==> src/rtl/desc_pkg.sv <==
package desc_pkg;

   // Descriptor selector codes seen on the request port
   localparam logic [1:0] SEL_BULK_OUT = 2'h0;
   localparam logic [1:0] SEL_INTR     = 2'h1;
   localparam logic [1:0] SEL_BOS      = 2'h2;
   localparam logic [1:0] SEL_RSVD     = 2'h3;

   // Byte offsets inside a descriptor
   localparam logic [2:0] OFS_LENGTH   = 3'h0;
   localparam logic [2:0] OFS_TYPE     = 3'h1;
   localparam logic [2:0] OFS_BURST    = 3'h2;
   localparam logic [2:0] OFS_ATTR     = 3'h3;
   localparam logic [2:0] OFS_BPI_LO   = 3'h4;
   localparam logic [2:0] OFS_BPI_HI   = 3'h5;
   localparam logic [2:0] OFS_TLEN_LO  = 3'h2;
   localparam logic [2:0] OFS_TLEN_HI  = 3'h3;
   localparam logic [2:0] OFS_NUM_CAPS = 3'h4;

   // Companion descriptor constants
   localparam logic [7:0]  COMP_LENGTH       = 8'h06;
   localparam logic [7:0]  COMP_TYPE         = 8'h30;
   localparam logic [3:0]  BULK_BURST_DEF    = 4'h3;
   localparam logic [7:0]  BULK_ATTR         = 8'h00;
   localparam logic [15:0] BULK_BPI          = 16'h0000;
   localparam logic [7:0]  INTR_BURST        = 8'h00;
   localparam logic [7:0]  INTR_ATTR         = 8'h00;
   localparam logic [15:0] INTR_BPI          = 16'h0004;

   // Object-store header constants and loadable defaults
   localparam logic [7:0]  BOS_LENGTH        = 8'h05;
   localparam logic [7:0]  BOS_TYPE          = 8'h0F;
   localparam logic [15:0] BOS_TOTAL_DEF     = 16'h0016;
   localparam logic [7:0]  BOS_NUM_CAPS_DEF  = 8'h02;

   // USB 2.0 extension capability attributes default
   localparam logic [31:0] USB2_ATTR_DEF     = 32'h0000_0006;

   localparam logic [7:0]  BYTE_ZERO         = 8'h00;

endpackage

==> src/rtl/desc_rd_if.sv <==
`timescale 1ns/1ns
interface desc_rd_if;
   logic        rd_en;
   logic [1:0]  sel;
   logic [2:0]  idx;
   logic [3:0]  burst;
   logic [15:0] total_len;
   logic [7:0]  num_caps;
   logic [7:0]  rd_data;

   modport reader (output rd_en, sel, idx, burst, total_len, num_caps, input rd_data);
   modport rom    (input rd_en, sel, idx, burst, total_len, num_caps, output rd_data);
endinterface

==> src/rtl/desc_byte_rom.sv <==
`timescale 1ns/1ns
module desc_byte_rom (
   input  wire logic clk,
   input  wire logic rst,
   desc_rd_if.rom    rd
);

   typedef struct packed {
      logic [7:0] rd_data;
   } rom_state_t;

   rom_state_t q;
   rom_state_t d;

   function automatic logic [7:0] desc_byte(input logic [1:0]  sel,
                                           input logic [2:0]  idx,
                                           input logic [3:0]  burst,
                                           input logic [15:0] tlen,
                                           input logic [7:0]  ncaps);
      logic [7:0] b;
      b = desc_pkg::BYTE_ZERO;
      if (sel == desc_pkg::SEL_BULK_OUT) begin
         unique case (idx)
            desc_pkg::OFS_LENGTH: b = desc_pkg::COMP_LENGTH;
            desc_pkg::OFS_TYPE:   b = desc_pkg::COMP_TYPE;
            desc_pkg::OFS_BURST:  b = {4'h0, burst};
            desc_pkg::OFS_ATTR:   b = desc_pkg::BULK_ATTR;
            desc_pkg::OFS_BPI_LO: b = desc_pkg::BULK_BPI[7:0];
            desc_pkg::OFS_BPI_HI: b = desc_pkg::BULK_BPI[15:8];
            default:              b = desc_pkg::BYTE_ZERO;
         endcase
      end else if (sel == desc_pkg::SEL_INTR) begin
         unique case (idx)
            desc_pkg::OFS_LENGTH: b = desc_pkg::COMP_LENGTH;
            desc_pkg::OFS_TYPE:   b = desc_pkg::COMP_TYPE;
            desc_pkg::OFS_BURST:  b = desc_pkg::INTR_BURST;
            desc_pkg::OFS_ATTR:   b = desc_pkg::INTR_ATTR;
            desc_pkg::OFS_BPI_LO: b = desc_pkg::INTR_BPI[7:0];
            desc_pkg::OFS_BPI_HI: b = desc_pkg::INTR_BPI[15:8];
            default:              b = desc_pkg::BYTE_ZERO;
         endcase
      end else if (sel == desc_pkg::SEL_BOS) begin
         unique case (idx)
            desc_pkg::OFS_LENGTH:   b = desc_pkg::BOS_LENGTH;
            desc_pkg::OFS_TYPE:     b = desc_pkg::BOS_TYPE;
            desc_pkg::OFS_TLEN_LO:  b = tlen[7:0];
            desc_pkg::OFS_TLEN_HI:  b = tlen[15:8];
            desc_pkg::OFS_NUM_CAPS: b = ncaps;
            default:                b = desc_pkg::BYTE_ZERO;
         endcase
      end
      return b;
   endfunction

   always_comb begin
      d = q;
      if (rd.rd_en) begin
         d.rd_data = desc_byte(rd.sel, rd.idx, rd.burst, rd.total_len, rd.num_caps);
      end
   end

   always_ff @(posedge clk) begin
      if (rst) begin
         q <= '0;
      end else begin
         q <= d;
      end
   end

   assign rd.rd_data = q.rd_data;

endmodule

==> src/rtl/desc_source.sv <==
`timescale 1ns/1ns
module desc_source (
   input  wire logic        clk,
   input  wire logic        rst,
   input  wire logic        req_valid,
   input  wire logic [1:0]  req_sel,
   input  wire logic [15:0] req_len,
   input  wire logic        burst_override_en,
   input  wire logic [3:0]  bulk_out_burst_override,
   input  wire logic        nv_load,
   input  wire logic        nv_valid,
   input  wire logic [15:0] nv_total_len,
   input  wire logic [7:0]  nv_num_caps,
   input  wire logic [31:0] nv_usb2_attr,
   output logic             tx_valid,
   output logic [7:0]       tx_data,
   output logic             tx_last,
   output logic             tx_done,
   output logic             busy,
   output logic             req_stall,
   output logic [31:0]      usb2_ext_attr
);

   typedef enum logic [1:0] {
      S_IDLE = 2'b01,
      S_SEND = 2'b10
   } st_t;

   typedef struct packed {
      st_t         st;
      logic [1:0]  sel;
      logic [2:0]  rd_idx;
      logic [2:0]  cnt;
      logic [2:0]  tx_pos;
      logic        tx_valid;
      logic [7:0]  tx_data;
      logic        tx_last;
      logic        tx_done;
      logic        req_stall;
      logic [15:0] total_len;
      logic [7:0]  num_caps;
      logic [31:0] usb2_attr;
   } src_state_t;

   src_state_t q;
   src_state_t d;
   logic [2:0] n_bytes;

   desc_rd_if rd ();

   desc_byte_rom u_rom (
      .clk (clk),
      .rst (rst),
      .rd  (rd.rom)
   );

   function automatic logic [2:0] full_len(input logic [1:0] sel);
      return (sel == desc_pkg::SEL_BOS) ? desc_pkg::BOS_LENGTH[2:0]
                                        : desc_pkg::COMP_LENGTH[2:0];
   endfunction

   // Bytes to send: the shorter of the request and the descriptor
   function automatic logic [2:0] clip_len(input logic [15:0] want, input logic [2:0] full);
      return (want < {13'h0, full}) ? want[2:0] : full;
   endfunction

   always_comb begin
      d           = q;
      d.tx_valid  = 1'b0;
      d.tx_last   = 1'b0;
      d.tx_done   = 1'b0;
      d.req_stall = 1'b0;
      n_bytes     = clip_len(req_len, full_len(req_sel));
      rd.rd_en    = 1'b0;
      rd.sel      = q.sel;
      rd.idx      = q.rd_idx;
      // Bulk-out burst never looks at the store, only at the override input when enabled, else BULK_BURST_DEF
      rd.burst     = burst_override_en ? bulk_out_burst_override
                                       : desc_pkg::BULK_BURST_DEF;
      rd.total_len = q.total_len;
      rd.num_caps  = q.num_caps;
      if (nv_load) begin
         if (nv_valid) begin
            d.total_len = nv_total_len;
            d.num_caps  = nv_num_caps;
            d.usb2_attr = nv_usb2_attr;
         end else begin
            d.total_len = desc_pkg::BOS_TOTAL_DEF;
            d.num_caps  = desc_pkg::BOS_NUM_CAPS_DEF;
            d.usb2_attr = desc_pkg::USB2_ATTR_DEF;
         end
      end
      unique case (q.st)
         S_IDLE: begin
            rd.sel = req_sel;
            if (req_valid) begin
               if (req_sel == desc_pkg::SEL_RSVD) begin
                  d.req_stall = 1'b1;
               end else begin
                  d.sel = req_sel;
                  d.cnt = n_bytes;
                  if (n_bytes == 3'h0) begin
                     d.tx_done = 1'b1;
                  end else begin
                     rd.rd_en  = 1'b1;
                     rd.idx    = 3'h0;
                     d.rd_idx  = 3'h1;
                     d.st      = S_SEND;
                  end
               end
            end
         end
         S_SEND: begin
            d.tx_valid = 1'b1;
            d.tx_data  = rd.rd_data;
            d.tx_pos   = q.rd_idx - 3'h1;
            if (q.rd_idx == q.cnt) begin
               d.tx_last = 1'b1;
               d.tx_done = 1'b1;
               d.st      = S_IDLE;
            end else begin
               rd.rd_en = 1'b1;
               d.rd_idx = q.rd_idx + 3'h1;
            end
         end
         default: begin
            d.st = S_IDLE;
         end
      endcase
   end

   always_ff @(posedge clk) begin
      if (rst) begin
         q <= '{st: S_IDLE, total_len: desc_pkg::BOS_TOTAL_DEF,
                num_caps: desc_pkg::BOS_NUM_CAPS_DEF,
                usb2_attr: desc_pkg::USB2_ATTR_DEF, default: '0};
      end else begin
         q <= d;
      end
   end

   assign tx_valid      = q.tx_valid;
   assign tx_data       = q.tx_data;
   assign tx_last       = q.tx_last;
   assign tx_done       = q.tx_done;
   assign busy          = q.st[1];
   assign req_stall     = q.req_stall;
   assign usb2_ext_attr = q.usb2_attr;
endmodule

==> config.mk <==
export PLATFORM = sky130hd
export DESIGN_NAME = desc_source
export DESIGN_NICKNAME = d
export VERILOG_FILES = /design/src/rtl/desc_pkg.sv /design/src/rtl/desc_rd_if.sv /design/src/rtl/desc_byte_rom.sv /design/src/rtl/desc_source.sv
export SDC_FILE = /design/constraint.sdc
export NUM_CORES = 1
export LEC_CHECK = 0
export BUFFER_PORTS_ARGS = -buffer_cell sky130_fd_sc_hd__buf_2
export CELL_PAD_IN_SITES_DETAIL_PLACEMENT = 1
export CELL_PAD_IN_SITES_GLOBAL_PLACEMENT = 2
export CORE_MARGIN = 8
export CORE_UTILIZATION = 29
export CTS_CLUSTER_SIZE = 25
export DETAILED_ROUTE_END_ITERATION = 10
export GPL_ROUTABILITY_DRIVEN = 0
export HOLD_SLACK_MARGIN = 0.15
export PLACE_DENSITY_LB_ADDON = 0.1
export SYNTH_ARGS = -nofsm -noshare
export SYNTH_HDL_FRONTEND = slang
export SYNTH_SLANG_ARGS = --single-unit
==> constraint.sdc <==
create_clock -name clk -period 2.46 [get_ports clk]
set_clock_uncertainty 0.05 [all_clocks]
set_input_delay 0.246 -clock clk [delete_from_list [all_inputs] [get_ports clk]]
set_output_delay 0.246 -clock clk [all_outputs]
set_load 0.02 [all_outputs]
==> results.md <==
Synthesis:
- The complex-gate fraction of the synthesized area is 16.9%.
- The average cell area after synthesis is 8.42 um2.
- The async set or reset register ratio after synthesis is 0%.
- Yosys printed 0 warnings.
- The xor/xnor share of the synthesized area is 0.820%.
- The most used flip-flop cell after synthesis is dfxtp_1.
- The netlist uses 56 different library cells.
- The most area-hungry cell type in the Yosys netlist is dfxtp_1.
- The mux cell area share after synthesis is 4.28%.
- The share of synthesized area occupied by flip-flops and latches is 41.8%.
- The cell area after technology mapping is 4120 um2.
- The synthesized instance count is 489.
- The share of Yosys cell area claimed by the top area cell type is 41.8%.
- The number of synthesized flops with an enable pin is 0.
- Ranked by total cell area, the synthesized netlist is headed by dfxtp_1 (42%), nor2b_1 (7.7%), a21oi_1 (7.5%), buf_4 (7.3%), nor2_1 (6.7%).
- After Yosys synthesis, full adders, half adders and majority gates account for 1.22% of the synthesized area.
- The synthesis-stage register bit count is 86.
- The simple-gate portion of the synthesized area is 24.2%.
- After synthesis, the largest family of logic cells by area is simple AND/OR/NAND/NOR gates.
- The number of nets in the synthesized netlist is 577.

Clocking:
- The number of gates resized after CTS is 0.
- The CTS tree is yes.
- The root buffer cell chosen for the clock tree is clkbuf_16.
- The longest clock path from root to sink contains 2 buffers.
- The tree built by TritonCTS fans out to 86 sinks.
- The count of hold buffers inserted by post-cts repair is 56.
- The H-tree was split into 3 levels.
- The clock latency on the worst-skew pair is 340 ps.
- The clock transition at the registers of the reported paths is 60 ps.
- The post-CTS setup buffer count is 0.
- The number of buffers created by CTS is 9.

Worst setup path:
- The peak per-stage delay on the critical path is 420 ps.
- The startpoint of the worst setup timing path is busy$_SDFFE_PP0P_.
- The terminus of the critical flop-to-flop path is u_rom.rd.rd_data[6]$_SDFFE_PP0P_.
- The worst setup path endpoint is u_rom.rd.rd_data[6]$_SDFFE_PP0P_.
- The worst register-to-register path begins at busy$_SDFFE_PP0P_.
- The worst-case register-to-register setup slack is 270 ps.
- The worst setup path is launched from a register.
- The critical path is of the reg -> reg type.
- For this design, the slowest cell found on the critical path is nor3b_1.
- At the worst endpoint, the arrival time is 2340 ps.
- The critical path runs through a total of 8 cells.
- The type of destination of the critical path is a register.
- The critical path goes through inv_1, ha_1, buf_4, nand2_1, nor3b_1, a21oi_1, a32oi_1, nor2_1.
- On the critical path the largest part of the delay comes from simple AND/OR/NAND/NOR gates.
- The number of buffers and inverters on the critical path is 2.
- Counting cells, the worst reg-to-reg path comes to 8.
- The critical path required time is 2610 ps.
- The largest fanout of any net on the critical path is 7.

Finish:
- In the final design database the tool counted 716 nets.
- In the final layout, flip-flops and latches occupy 1720 um2.
- The top cell types in the final layout, fill and taps aside, are buf_2 (128), dfxtp_1 (86), nor2_1 (73).
- The share of cells above drive strength 1 is 26.2%.
- The utilization after layout is 40.1%.
- Summing all non-filler instances in the final layout gives an area of 5560 um2.
- Fill cells in the final layout number 1672.
- The multi-input combinational cells in the finished layout cover a total of 1950 um2.
- Leaving out fill and tap cells, the most frequent cell in the layout is buf_2.
- The repair_antennas step left the layout with diodes totalling 0.
- The area overhead of the layout relative to synthesis is 35.0%.

STA:
- The headroom to the max-slew limit is 55.6%.
- The final critical delay including setup and external delays is 2190 ps.
- Setup repair after global routing left no endpoint under its margin.
- For the pin with the worst max-slew slack, the measured transition is 666 ps.
- Setup total negative slack on the finished layout was measured at 0 ps.
- The final number of hold-violating endpoints is 0.
- Derived from the worst setup path, the maximum achievable clock frequency is 457 MHz.
- The share of the clock period used by the worst path after layout is 89.0%.
- The worst path meets setup with 269 ps of slack.
- The count of final setup violators is 0.
- The max-slew violation count is 0.

Route:
- The number of vias after detailed routing is 3893.
- In the routed design, unresolved DRC markers number 0.
- The total wire length after detailed routing is 13400 um.
- The total iterations of the first detailed-routing run is 4.
- The detailed router finished its first iteration with 158 violations.
- The average via count per standard cell is 4.79.
- The mean routed wirelength per cell is 16.5 um.
- The remaining antenna violation count after routing is 0.

Power:
- Dividing total power by cell area gives a power density of 628 nW/um2.
- IR analysis of the VDD net gives a maximum drop of 387 uV.
- The completed layout was analyzed and its total power is 3490 uW.
- The analysis attributes to cell leakage a power of 0.00239 uW.

Global route:
- The number of global-route vias before repair is 4184.
- The maximum number of pins on one net before global-route repair is 58.
- The wire length of the first global-routing pass is 21900 um.
- The number of antenna violations at the first check in global routing is 0.
- Global routing used 15.0% of the available tracks.
- The global-route congestion overflow total is 0.

Floorplan:
- The die is 135 um tall.
- For this configuration, the core starts out at a cell density of 29.7%.
- The floorplan step defined a die boundary enclosing 18300 um2.
- The number of standard-cell rows in the floorplan is 43.
- Pin placement for this block handled 129 I/O pins.
- The die outline width is 135 um.
- The floorplan core area is 13900 um2.

Run status:
- The run finished with clean final reports.

Worst hold path:
- The worst min-delay path category is in -> reg.

Placement:
- The count of buffers inserted at the top-level ports is 128.
- The post-detailed-placement cell area is 4680 um2.
- The wire-length estimate of the detail-placed layout is 9570 um.
- At the placement stage, the worst setup path has a slack of 283 ps.

Flow run:
- The tool flagged a number of max-cap violations equal to 0.
## power by group
group	switching [uW]	leakage [uW]	internal (uW)	total, uW
registers	36.9	0.000701	1450	1490
logic	298	0.00153	256	554
clock network	564	0.000152	888	1450
total	899	0.00239	2590	3490
## cell usage after synthesis (all sizes together) (2+ instances only)
library cell and instances:
a221oi 2, nor3b 4, xor2 3, o21ai 10
nand2 21, nor4 7, dfxtp 86, clkbuf 23
inv 8, nand2b 10, nand3b 2, nor3 7
buf 45, a21oi 62, a211oi 2, nand3 2
a31oi 4, o22ai 10, a22oi 2, mux2 2
mux2i 15, and2 2, nor2 73, ha 4
a21o 3, and3b 2, nand4 4, nor2b 51
o31ai 3, a32oi 4
## flip-flops by register name, summed over array words and instances (netlist names)
signal and flops:
tx_data 8, tx_last 1, q 9, rd.num_caps 8, tx_valid 1, tx_done 1, rd.total_len 16, u_rom.rd.rd_data 8
req_stall 1, busy 1, usb2_ext_attr 32
## stage by stage
step / cells / hold slack [ps]
3_3_place_gp: 741 / 418
5_1_grt: 813 / 209
2_1_floorplan: 489 / 335
6_report: 813 / 208
3_5_place_dp: 741 / 426
4_1_cts: 813 / 187
## worst min-delay path, delay by kind of cell
family | cells | cell delay, ps
buf+inv | 1 | 130
compound gates | 1 | 120
simple gates | 1 | 70
## metal layers
metal / GRT usage (%) / vias to the layer above / routed length (um)
li1: - / 1915 / -
met1: 17.5 / 1886 / 5830
met2: 25.3 / 85 / 6640
met3: 5.79 / 7 / 837
met4: 3.15 / 0 / 108
met5: 0 / - / 0
## worst min-delay path by stage
stage | depth (start not counted) | start | end | slack (ps)
2_1_floorplan | 2 | nv_total_len[11] | rd.total_len[11]$_SDFFE_PP0P_ | 340
3_3_place_gp | 2 | tx_data[1]$_SDFFE_PP0P_ | tx_data[1]$_SDFFE_PP0P_ | 420
3_5_place_dp | 2 | usb2_ext_attr[1]$_SDFFE_PP1P_ | usb2_ext_attr[1]$_SDFFE_PP1P_ | 430
4_1_cts | 3 | req_valid | q[79]$_SDFFE_PP1P_ | 190
5_1_grt | 3 | req_valid | q[79]$_SDFFE_PP1P_ | 210
6_report | 3 | req_valid | q[79]$_SDFFE_PP1P_ | 210
## kinds of logic (layout without fill, tap and decap cells)
kind of cell | after synthesis | in the layout
compound gates | 113 | 113
xor+xnor | 3 | 3
fa+ha+maj | 4 | 4
buf+inv | 76 | 220
flops | 86 | 86
mux | 17 | 17
simple gates | 190 | 190
## cell type report
class	count	share of cell area [%]
clock buffers	10	4.12
flip-flops and latches	86	31.0
repair buffers	196	23.7
inverters	8	0.540
clock inverters	6	1.55
well taps	180	4.05
multi-input cells	327	35.1
No activity file was read; power rests on OpenSTA's default activity.
